==> config.mk <==
export PLATFORM = sky130hd
export DESIGN_NAME = smwi_wait_inserter
export DESIGN_NICKNAME = d
export VERILOG_FILES = /design/src/smwi_pkg.sv /design/src/smwi_wait_inserter.sv /design/src/smwi_sync2.sv /design/src/smwi_float_timer.sv
export SDC_FILE = /design/constraint.sdc
export NUM_CORES = 1
export LEC_CHECK = 0
export ABC_AREA = 0
export BUFFER_PORTS_ARGS = -buffer_cell sky130_fd_sc_hd__buf_2
export CORE_AREA = 2 2 230 232
export DETAILED_ROUTE_END_ITERATION = 8
export DIE_AREA = 0 0 232 234
export SYNTH_ARGS = -nofsm -noshare
export SYNTH_HDL_FRONTEND = slang
export SYNTH_SLANG_ARGS = --single-unit
==> constraint.sdc <==
create_clock -name mclk_in -period 16.1 [get_ports mclk_in]
set_input_delay 1.61 -clock mclk_in [delete_from_list [all_inputs] [get_ports mclk_in]]
set_output_delay 1.61 -clock mclk_in [all_outputs]
set_load 0.02 [all_outputs]
==> src/smwi_pkg.sv <==
/*
 * Shared types and constants of the static memory wait-state inserter.
 * Assumes a single master clock domain; every user of these items names
 * them with the package prefix.
 */
`default_nettype none

package smwi_pkg;

    // ------------------------------------------------------------------
    // Widths and reset values
    // ------------------------------------------------------------------
    localparam int CS_W = 3;
    localparam int TIME_W = 8;
    localparam int FLOAT_W = 4;
    localparam int WAIT_W = 5;
    localparam logic [CS_W-1:0] CS_RESET = 3'h0;
    localparam logic [WAIT_W-1:0] WAIT_ZERO = 5'h00;
    localparam logic [WAIT_W-1:0] WAIT_ONE = 5'h01;
    localparam logic [FLOAT_W-1:0] FLOAT_ZERO = 4'h0;
    localparam logic [TIME_W-1:0] TIME_ZERO = 8'h00;
    localparam logic SLOW_RESET = 1'b0;

    // ------------------------------------------------------------------
    // Per chip select configuration, timings in master clock cycles
    // ------------------------------------------------------------------
    typedef struct packed {
        logic write_ctrl_sel;                   // 1: write strobe, 0: chip select
        logic read_ctrl_sel;                    // 1: read strobe, 0: chip select
        logic float_opt;                        // Data-float optimisation enable
        logic [FLOAT_W-1:0] float_cycles;       // Data-float cycles, 0 to 15
        logic [TIME_W-1:0] write_strobe_setup;
        logic [TIME_W-1:0] write_strobe_hold;
        logic [TIME_W-1:0] cs_write_setup;
        logic [TIME_W-1:0] cs_write_hold;
        logic [TIME_W-1:0] read_strobe_setup;
        logic [TIME_W-1:0] read_strobe_hold;
        logic [TIME_W-1:0] cs_read_setup;
        logic [TIME_W-1:0] cs_read_hold;
    } smwi_cfg_type;

    // Access request from the internal bus master
    typedef struct packed {
        logic [CS_W-1:0] cs;
        logic is_write;
        logic internal;                         // Targets on-chip memory
    } smwi_req_type;

    // Reasons behind the wait cycles before the latest external access
    typedef struct packed {
        logic cs_change;
        logic reload;
        logic early_read;
        logic read_to_write;
        logic data_float;
    } smwi_wait_type;

    localparam smwi_wait_type WAIT_NONE = 5'h00;

endpackage

`default_nettype wire

==> src/smwi_wait_inserter.sv <==
/*
 * Wait-state inserter of the static memory controller: decides how many
 * idle cycles separate external accesses and holds the next one back.
 * Assumes a waveform generator that starts an access when a request is
 * taken and pulses access_end_in at the end of its hold phase, and a
 * master that holds a request stable until it is taken.
 */
`default_nettype none

module smwi_wait_inserter #(
    parameter int NUM_CS = 8
) (
    input wire logic mclk_in,
    input wire logic reset_in,
    input wire smwi_pkg::smwi_cfg_type cfg_in [NUM_CS],
    input wire logic req_valid_in,
    input wire smwi_pkg::smwi_req_type req_in,
    output logic req_ready_out,
    input wire logic access_end_in,
    input wire logic mode_reg_write_in,
    input wire logic slow_clock_in,
    input wire logic write_strobe_fb_n_in,
    output logic strobes_off_out,
    output logic bus_hold_out,
    output logic load_config_out,
    output logic reload_pending_out,
    output smwi_pkg::smwi_wait_type wait_kind_out,
    output logic [smwi_pkg::FLOAT_W-1:0] float_remaining_out
);

    typedef enum {ST_IDLE, ST_WAIT, ST_READY, ST_ACCESS} smwi_state_type;

    smwi_state_type state_reg;
    smwi_pkg::smwi_cfg_type ncfg;
    smwi_pkg::smwi_cfg_type pcfg;
    smwi_pkg::smwi_cfg_type ecfg;
    smwi_pkg::smwi_wait_type kind;
    smwi_pkg::smwi_req_type cur_reg;
    logic [smwi_pkg::WAIT_W-1:0] cnt_reg;
    logic [smwi_pkg::WAIT_W-1:0] fixed;
    logic [smwi_pkg::WAIT_W-1:0] total;
    logic [smwi_pkg::WAIT_W-1:0] need;
    logic [smwi_pkg::TIME_W-1:0] setup_next;
    logic [smwi_pkg::TIME_W-1:0] read_hold;
    logic [smwi_pkg::FLOAT_W-1:0] float_load;
    logic [smwi_pkg::CS_W-1:0] prev_cs_reg;
    logic prev_valid_reg;
    logic prev_write_reg;
    logic fb_late_reg;
    logic reload_pend_reg;
    logic slow_prev_reg;
    logic fb_n_sync;
    logic decide;
    logic ext_grant;
    logic cs_change;
    logic early_cond;
    logic float_apply;
    logic read_end;

    // ------------------------------------------------------------------
    // Pad feedback and float timer
    // ------------------------------------------------------------------
    smwi_sync2 #(
        .RESET_VAL(1'b1)
    ) u_fb_sync (
        .mclk_in(mclk_in),
        .reset_in(reset_in),
        .d_in(write_strobe_fb_n_in),
        .q_out(fb_n_sync)
    );

    assign read_end = (state_reg == ST_ACCESS) && access_end_in && !cur_reg.is_write;

    smwi_float_timer #(
        .W(smwi_pkg::FLOAT_W)
    ) u_float (
        .mclk_in(mclk_in),
        .reset_in(reset_in),
        .load_in(read_end),
        .load_val_in(float_load),
        .remaining_out(float_remaining_out)
    );

    // Float period left at read end: hold cycles already spent count
    always_comb begin
        ecfg = cfg_in[cur_reg.cs];
        read_hold = ecfg.read_ctrl_sel ? ecfg.read_strobe_hold
                                       : ecfg.cs_read_hold;
        if ({4'h0, ecfg.float_cycles} > read_hold) begin
            float_load = ecfg.float_cycles - read_hold[smwi_pkg::FLOAT_W-1:0];
        end else begin
            float_load = smwi_pkg::FLOAT_ZERO;
        end
    end

    // ------------------------------------------------------------------
    // Wait decision for the request now offered
    // ------------------------------------------------------------------
    assign decide = (state_reg == ST_IDLE) && req_valid_in && !req_in.internal;

    always_comb begin
        ncfg = cfg_in[req_in.cs];
        pcfg = cfg_in[prev_cs_reg];
        cs_change = prev_valid_reg && (req_in.cs != prev_cs_reg);
        // Any of the three write-then-read hazards
        early_cond = ((pcfg.write_ctrl_sel ? pcfg.write_strobe_hold == smwi_pkg::TIME_ZERO
                                           : pcfg.cs_write_hold == smwi_pkg::TIME_ZERO)
                      && (ncfg.read_ctrl_sel ? ncfg.read_strobe_setup == smwi_pkg::TIME_ZERO
                                             : ncfg.cs_read_setup == smwi_pkg::TIME_ZERO))
                     || (!pcfg.write_ctrl_sel && pcfg.cs_write_hold == smwi_pkg::TIME_ZERO
                         && ncfg.cs_read_setup == smwi_pkg::TIME_ZERO)
                     || (pcfg.write_ctrl_sel && pcfg.write_strobe_hold == smwi_pkg::TIME_ZERO
                         && fb_late_reg);
        // Setup of the next access, used only with float optimisation
        if (req_in.is_write) begin
            setup_next = ncfg.write_ctrl_sel ? ncfg.write_strobe_setup : ncfg.cs_write_setup;
        end else begin
            setup_next = ncfg.read_ctrl_sel ? ncfg.read_strobe_setup : ncfg.cs_read_setup;
        end
        if (!pcfg.float_opt) begin
            need = {1'b0, float_remaining_out};
        end else if ({4'h0, float_remaining_out} > setup_next) begin
            need = {1'b0, float_remaining_out - setup_next[smwi_pkg::FLOAT_W-1:0]};
        end else begin
            need = smwi_pkg::WAIT_ZERO;
        end
        float_apply = prev_valid_reg && !prev_write_reg
                      && (req_in.is_write || cs_change);
        kind.cs_change = cs_change;
        kind.reload = reload_pend_reg && !cs_change;
        kind.early_read = !cs_change && prev_valid_reg && prev_write_reg
                          && !req_in.is_write && early_cond;
        kind.read_to_write = prev_valid_reg && !prev_write_reg && req_in.is_write;
        kind.data_float = float_apply && (need != smwi_pkg::WAIT_ZERO);
        // Merged idle cycle plus the separate read-to-write cycle
        fixed = ((kind.cs_change || kind.reload || kind.early_read) ? smwi_pkg::WAIT_ONE
                                                                    : smwi_pkg::WAIT_ZERO)
                + (kind.read_to_write ? smwi_pkg::WAIT_ONE : smwi_pkg::WAIT_ZERO);
        // Fixed wait cycles also let the float period run out
        total = (kind.data_float && need > fixed) ? need : fixed;
    end

    // External grant waits for all wait cycles; internal ones never do
    assign ext_grant = (decide && total == smwi_pkg::WAIT_ZERO)
                       || ((state_reg == ST_READY) && req_valid_in && !req_in.internal);
    assign req_ready_out = req_in.internal || ext_grant;
    assign strobes_off_out = (state_reg == ST_WAIT);
    assign reload_pending_out = reload_pend_reg;

    // ------------------------------------------------------------------
    // Sequencer
    // ------------------------------------------------------------------
    always_ff @(posedge mclk_in or posedge reset_in) begin
        if (reset_in) begin
            state_reg <= ST_IDLE;
            cnt_reg <= smwi_pkg::WAIT_ZERO;
        end else begin
            unique case (state_reg)
                ST_IDLE: begin
                    if (ext_grant) begin
                        state_reg <= ST_ACCESS;
                    end else if (decide) begin
                        state_reg <= ST_WAIT;
                        cnt_reg <= total;
                    end
                end
                ST_WAIT: begin
                    // No setup phase until the last wait cycle has passed
                    cnt_reg <= cnt_reg - smwi_pkg::WAIT_ONE;
                    if (cnt_reg == smwi_pkg::WAIT_ONE) begin
                        state_reg <= ST_READY;
                    end
                end
                ST_READY: begin
                    if (ext_grant) begin
                        state_reg <= ST_ACCESS;
                    end
                end
                ST_ACCESS: begin
                    if (access_end_in) begin
                        state_reg <= ST_IDLE;
                    end
                end
            endcase
        end
    end

    // ------------------------------------------------------------------
    // Current and previous external access
    // ------------------------------------------------------------------
    always_ff @(posedge mclk_in or posedge reset_in) begin
        if (reset_in) begin
            cur_reg <= '0;
            prev_valid_reg <= 1'b0;
            prev_cs_reg <= smwi_pkg::CS_RESET;
            prev_write_reg <= 1'b0;
            fb_late_reg <= 1'b0;
        end else begin
            if (ext_grant) begin
                cur_reg <= req_in;
            end
            if ((state_reg == ST_ACCESS) && access_end_in) begin
                prev_valid_reg <= 1'b1;
                prev_cs_reg <= cur_reg.cs;
                prev_write_reg <= cur_reg.is_write;
                // Strobe still low at write end means the pad lagged
                fb_late_reg <= cur_reg.is_write && !fb_n_sync;
            end
        end
    end

    // ------------------------------------------------------------------
    // Reload request: a mode write or a slow clock transition
    // ------------------------------------------------------------------
    always_ff @(posedge mclk_in or posedge reset_in) begin
        if (reset_in) begin
            reload_pend_reg <= 1'b0;
            slow_prev_reg <= smwi_pkg::SLOW_RESET;
            load_config_out <= 1'b0;
        end else begin
            slow_prev_reg <= slow_clock_in;
            load_config_out <= decide && reload_pend_reg;
            // A new trigger in the consuming cycle wins over the clear
            if (mode_reg_write_in || (slow_clock_in != slow_prev_reg)) begin
                reload_pend_reg <= 1'b1;
            end else if (decide) begin
                reload_pend_reg <= 1'b0;
            end
        end
    end

    // ------------------------------------------------------------------
    // Wait reasons and bus hold for late write strobe feedback
    // ------------------------------------------------------------------
    always_ff @(posedge mclk_in or posedge reset_in) begin
        if (reset_in) begin
            wait_kind_out <= smwi_pkg::WAIT_NONE;
            bus_hold_out <= 1'b0;
        end else begin
            if (decide) begin
                wait_kind_out <= kind;
                bus_hold_out <= kind.early_read && pcfg.write_ctrl_sel && fb_late_reg;
            end else if (state_reg != ST_WAIT) begin
                bus_hold_out <= 1'b0;
            end
        end
    end
endmodule

`default_nettype wire

==> src/smwi_sync2.sv <==
/*
 * Two flip-flop synchroniser for one level arriving from a pad.
 * Assumes the level may change at any time relative to mclk_in.
 */
`default_nettype none

module smwi_sync2 #(
    parameter logic RESET_VAL = 1'b1
) (
    input wire logic mclk_in,
    input wire logic reset_in,
    input wire logic d_in,
    output logic q_out
);

    logic meta_reg;

    // ----------------------------------------------------------------
    // Synchroniser chain; only the second stage is visible outside
    // ----------------------------------------------------------------
    always_ff @(posedge mclk_in or posedge reset_in) begin
        if (reset_in) begin
            meta_reg <= RESET_VAL;
            q_out <= RESET_VAL;
        end else begin
            meta_reg <= d_in;
            q_out <= meta_reg;
        end
    end

endmodule

`default_nettype wire

==> src/smwi_float_timer.sv <==
/*
 * Down counter of the data-float period still to run after a read.
 * Assumes load_in pulses once when a read ends on the external bus.
 */
`default_nettype none

module smwi_float_timer #(
    parameter int W = smwi_pkg::FLOAT_W
) (
    input wire logic mclk_in,
    input wire logic reset_in,
    input wire logic load_in,
    input wire logic [W-1:0] load_val_in,
    output logic [W-1:0] remaining_out
);

    // ----------------------------------------------------------------
    // Counter: load wins, otherwise count down to zero and rest there
    // ----------------------------------------------------------------
    always_ff @(posedge mclk_in or posedge reset_in) begin
        if (reset_in) begin
            remaining_out <= '0;
        end else if (load_in) begin
            remaining_out <= load_val_in;
        end else if (remaining_out != '0) begin
            remaining_out <= remaining_out - W'(1);
        end
    end

endmodule

`default_nettype wire

# ---- Word level (Yosys, flattened, before mapping)
# Cells that the tools add are included.
dict set report word_totals {
  elab_cells 143
  reg_bits 62
  inputBits 580
}
dict set report op_classes {
  reduce_logical 57
  mux 36
  n_lt_le_gt_ge 6
  n_eq_ne 16
  bitwise 3
  n_addsub 5
}
# operator n
set ops {}
lappend ops {{$bmux 71 s3} 3}
lappend ops {{$mux 71} 4}
lappend ops {{$mux 32} 5}
lappend ops {{$mux 70} 2}
lappend ops {{$pmux 32 s4} 1}
lappend ops {{$eq 32x2->1 const B} 3}
lappend ops {{$eq 32x3->1 const B} 2}
lappend ops {{$logic_not 32->1} 2}
lappend ops {{$eq 32x1->1 const B} 1}
lappend ops {{$logic_not 8->1} 4}
lappend ops {{$mux 8} 4}
lappend ops {{$ne 32x2->1 const B} 1}
lappend ops {{$logic_and 1x1->1} 27}
lappend ops {{$mux 4} 5}
lappend ops {{$gt 4x8->1} 2}
lappend ops {{$mux 5} 3}
lappend ops {{$ge 4x4->1 const B} 3}
lappend ops {{$not 3->4} 3}
lappend ops {{$ne 2x2->1 const B} 5}
lappend ops {{$pmux 5 s2} 1}
lappend ops {{$logic_or 1x1->1} 8}
lappend ops {{$mux 1} 8}
lappend ops {{$reduce_bool 2->1} 4}
lappend ops {{$sub 4x4->4} 2}
lappend ops {{14 further kinds} 20}

# ---- Logic depth before layout (Yosys ltp)
dict set report logic_depth {
  depth_word 21
  ltp_mapped 29
}

# ---- Modules after synthesis
# Synthesis repeated with hierarchy kept, for this count alone.
dict set report unflattened {
  cells_unflattened 600
  area_unflattened_um2 5791.8
}
# module n_inst cells_per_inst area_each_um2
set by_module_without_submodules {}
lappend by_module_without_submodules {smwi_wait_inserter 1 570 5464.0}
lappend by_module_without_submodules {smwi_float_timer 1 27 271.5}
lappend by_module_without_submodules {smwi_sync2 1 3 56.3}

# ---- Least setup slack after synthesis
# Ideal clock, no wire load.
dict set report synth_path {
  kind {input -> output}
  start {in req_in[3] in the netlist's numbering}
  end {out req_ready_out}
  path_stages 29
  path_buffers 6
  arrival_time_ns 7.122
  slack_ns 7.368
  cell_sequence {buf_2 -> buf_2 -> buf_2 -> buf_1 -> clkbuf_1 -> clkbuf_1 -> mux4_2 -> mux2i_1 -> nand2_1 -> o211ai_1 -> o21ai_0 -> ha_1 -> inv_1 -> fa_1 -> a21o_1 -> a21oi_1 -> or3_4 -> nor4_2 -> o21ai_0 -> nand2_1 -> ha_1 -> nor2b_1 -> o21ai_0 -> a21oi_1 -> nor2_1 -> o31a_1 -> o21ai_2 -> a22oi_4 -> nand2b_1}
}
dict set report synth_between {
  elab_chain_cells 20
  elab_cells_between_ends 41
  classes_between {add/sub (2); order compare (2); eq/ne (1); mux (11); bitwise (1); reduce/logical (24)}
}
# item line
set synth_lines {}
lappend synth_lines {{from (decl)} smwi_wait_inserter.sv:17} ;# input wire smwi_pkg::smwi_req_type req_in,
lappend synth_lines {{parallel branches: the longest is 15 deep, another holds $gt 4x8->1} -}
lappend synth_lines {{$mux 5 *} smwi_wait_inserter.sv:140} ;# total = (kind.data_float && need > fixed) ? need : fixed;
lappend synth_lines {{$logic_not 5->1 *} smwi_wait_inserter.sv:144} ;# assign ext_grant = (decide && total == smwi_pkg::WAIT_ZERO)
lappend synth_lines {{$logic_and 1x1->1 *} smwi_wait_inserter.sv:144}
lappend synth_lines {{$logic_or 1x1->1 *} smwi_wait_inserter.sv:145} ;# || ((state_reg == ST_READY) && req_valid_in && !req_in.internal);
lappend synth_lines {{$logic_or 1x1->1 *} smwi_wait_inserter.sv:146} ;# assign req_ready_out = req_in.internal || ext_grant;
lappend synth_lines {{to (decl)} smwi_wait_inserter.sv:18} ;# output logic req_ready_out,
# Mark *: on every way between the ends. The select of a mux whose other input is x is not followed.

# ---- Final worst setup path
dict set report layout_path {
  start {in req_in[2] in the netlist's numbering}
  end {out req_ready_out}
}
# Same word-level chain as after synthesis.

==> flow_metrics.py <==
metrics = {
    "outcome": {
        "status": "finished, final reports clean",
    },
    "final_layout": {
        "area_delta_synth_final_pct": 72.7,
        "final_area_um2": 9420,
        "final_util_pct": 18.1,
        "fillCellCount": 5791,
        "drive_above_1_share_pct": 63.3,
        "final_net_count": 1742,
        "seq_area_um2": 806,
        "multiInputGateArea_um2": 4480,
    },
    "clocking": {
        "cts_sinks": 32,
        "cts_made_buffers": 5,
        "cts.path.max_buffers": 2,
        "htreeDepth": 2,
        "cts.clk_slew.worst_paths_ns": 0.05,
        "clk_latency_ns": 0.29,
        "cts_resized": 0,
        "clock-root-buffer": "clkbuf_16",
        "holdBufCountCts": 0,
        "tritoncts": "built",
        "cts_setup_buffers": 0,
    },
    "grt": {
        "first_global_vias": 7791,
        "grt_overflow": 0,
        "grt_max_degree": 55,
        "antenna_found_initial": 33,
        "grt_pass1_wl_um": 55800,
        "grt_usage_pct": 14.8,
    },
    "placement": {
        "port_buffers": 593,
        "hpwl_um": 37900,
        "dpl_cell_area_um2": 9220,
        "gp_congestion": 0.930,
    },
    "die": {
        "fp.dieArea_um2": 54300,
        "start_util_pct": 10.5,
        "boundaryPins": 594,
        "num_rows": 84,
        "core_area_um2": 52000,
        "fp.dieW_um": 232,
        "fp.dieH_um": 234,
    },
    "yosys": {
        "synth_top_cell_area_share_pct": 28.9,
        "yosys_warnings": 0,
        "synth_top_family_by_area": "multiplexers",
        "synthFlopType": "dfrtp_1",
        "syn_nets": 1165,
        "yosysTopAreaCell": "mux4_2",
        "synthAdderAreaFrac_pct": 5.32,
        "yosys-top-cells-count": "mux4_2, nor4_1, nand2_1",
        "synth.avg_cell_area_um2": 9.69,
        "ys_seq_area_share_pct": 14.7,
        "yosys.area_share.simple_pct": 22.2,
        "synthesis.area_um2": 5460,
        "synthCells": 563,
        "synthMuxAreaShare_pct": 37.9,
        "ys_ff_latch": 32,
        "synth_compound_area_share_pct": 15.0,
        "synth_xor_area_share_pct": 1.44,
        "ys_types": 67,
        "synthArstFlopShare_pct": 100,
        "synth_area_leaders": "mux4_2, dfrtp_1, nor4_1, ha_1, mux2_2",
        "synth_edf_count": 0,
    },
    "min_path": {
        "whs_endpoint": "u_fb_sync.q_out",
        "hp-class": "register to register",
        "hp-start": "u_fb_sync.meta_reg",
        "hold-path-cell-count": 0,
    },
    "power": {
        "power.total_uw": 1030,
        "p_clk_share_pct": 10.8,
        "internal_power_uw": 528,
        "seq_power_share_pct": 17.0,
        "swShare_pct": 48.5,
        "p_comb_share_pct": 72.2,
        "total_leakage_power_uw": 0.00431,
        "ir_worst_vdd_uv": 52.9,
        "powerDensity_nw_per_um2": 109,
        "p_switching_uw": 497,
    },
    "routing": {
        "drt-total-wl_um": 42200,
        "routed_via_density": 4.20,
        "drc": 0,
        "wl_per_cell_um": 22.9,
        "via_count": 7736,
        "drt_iter0_drc": 369,
        "first_pass_iters": 5,
        "antenna_left": 0,
    },
    "timing": {
        "hold_viol_final": 0,
        "slew_headroom_pct": 31.4,
        "finalCritPeriodShare_pct": 57.2,
        "whs_ns": 0.359,
        "worst_pin_slew_ns": 1.03,
        "setup_viol": 0,
        "fin_tns_setup_ns": 0,
        "worst_clock_skew_ns": 0.00856,
        "report.final.slew_viol_count": 0,
        "min_period_ns": 9.20,
        "clock.fmax_mhz": 109,
        "grt_setup_unrepaired": "false",
    },
    "critical_path": {
        "cp_max_fo": 52,
        "reg2reg_slack_ns": 10.76,
        "reg2reg_from": "prev_cs_reg[1]",
        "crit_type": "input port to primary output",
        "cp_slowest_stage_delay_ns": 0.64,
        "path_buf_inv": 3,
        "crit_arrival_ns": 7.59,
        "crit_path_frequent_cell": "o21ai_0",
        "ff2ff_path_depth": 16,
        "crit_path_start_kind": "input port",
        "worstReg2RegEnd": "cur_reg[3]",
        "crit_family": "compound AO/OA/AOI/OAI gates",
        "cpMaxStageDelayCell": "buf_4",
        "crit_required_ns": 14.49,
        "crit_path_end_kind": "primary output",
    },
    "job": {
        "drv_cap": 0,
    },
}
-- power by group through the flow --
stage / combinational (uW) / clock (uW) / sequential, uW
after floorplan: 496 / 0 / 151
after global placement: 748 / 0 / 178
after detailed placement: 754 / 0 / 179
after CTS: 758 / 115 / 178
after global routing: 823 / 118 / 181
final: 741 / 111 / 174
-- layer usage --
metal	track usage [%]	up-vias	routed length [um]
li1	-	3489	-
met1	17.5	3679	16500
met2	25.3	467	20100
met3	4.34	71	4030
met4	5.43	30	1350
met5	0	-	196
-- per-stage QoR --
step | setup slack (ns) | instances
2_1_floorplan | 7.37 | 563
3_3_place_gp | 7.04 | 1821
3_5_place_dp | 6.79 | 1821
4_1_cts | 6.77 | 1829
5_1_grt | 6.28 | 1838
6_report | 6.90 | 1843
-- area by class of cell --
cell class / instances / area share [%]
Antenna cell: 14 / 0.372
Multi-Input combinational cell: 487 / 47.6
Tap cell: 688 / 9.14
Sequential cell: 32 / 8.55
Timing Repair Buffer: 600 / 32.1
Clock inverter: 2 / 0.372
Clock buffer: 6 / 1.37
Inverter: 14 / 0.558
-- worst register-to-register path, stage by stage (launching register included) --
cell      delay (ns)
dfrtp_1         1.01
mux4_2          0.44
mux2_2          0.35
mux4_2          0.52
a311oi_1        0.49
a211o_1         0.18
ha_1            0.18
inv_1           0.05
ha_1            0.29
nor2b_1         0.13
o21ai_0         0.19
a21oi_1         0.10
nor2_1          0.25
o31a_1          0.27
o21ai_2         0.09
a22oi_4         0.34
mux2_4          0.34
-- logic make-up after synthesis --
| kind of cell | after synthesis |
|---|---|
| buffers and inverters | 44 |
| AO/OA/AOI/OAI | 116 |
| flip-flops | 32 |
| multiplexers | 114 |
| adder cells (fa/ha/maj) | 22 |
| AND/OR/NAND/NOR | 226 |
| XOR/XNOR | 9 |
-- worst max-delay path by stage --
stage	cells past startpoint	slack, ns	end	from
after floorplan	29	7.37	req_ready_out	req_in[3]
after global placement	25	7.04	req_ready_out	req_in[2]
after detailed placement	25	6.79	req_ready_out	req_in[2]
after CTS	25	6.77	req_ready_out	req_in[2]
after global routing	25	6.28	req_ready_out	req_in[2]
final	25	6.90	req_ready_out	req_in[2]
-- cells in the final DEF (no fill, tap or decap), types with 3 or more instances in the layout --
master / Yosys / routed
a211o_1: 3 / 3
a211oi_1: 7 / 7
a21o_1: 5 / 5
a21oi_1: 26 / 26
a22oi_1: 9 / 9
buf_2: 7 / 592
buf_4: 1 / 8
clkbuf_16: 0 / 5
dfrtp_1: 30 / 28
diode_2: 0 / 14
ha_1: 20 / 20
inv_1: 14 / 14
mux2_2: 22 / 22
mux2_4: 4 / 4
mux2i_1: 17 / 17
mux4_2: 70 / 70
nand2_1: 47 / 47
nand2b_1: 8 / 8
nand3_1: 18 / 18
nand3b_1: 5 / 5
nand4_1: 3 / 3
nor2_1: 34 / 34
nor2b_1: 12 / 12
nor3_1: 12 / 12
nor4_1: 70 / 68
nor4_2: 2 / 4
o211ai_1: 5 / 5
o21ai_0: 29 / 29
o21ai_1: 7 / 7
or4_1: 3 / 3
xnor2_1: 7 / 7
Power figures use the tool's default switching activity.
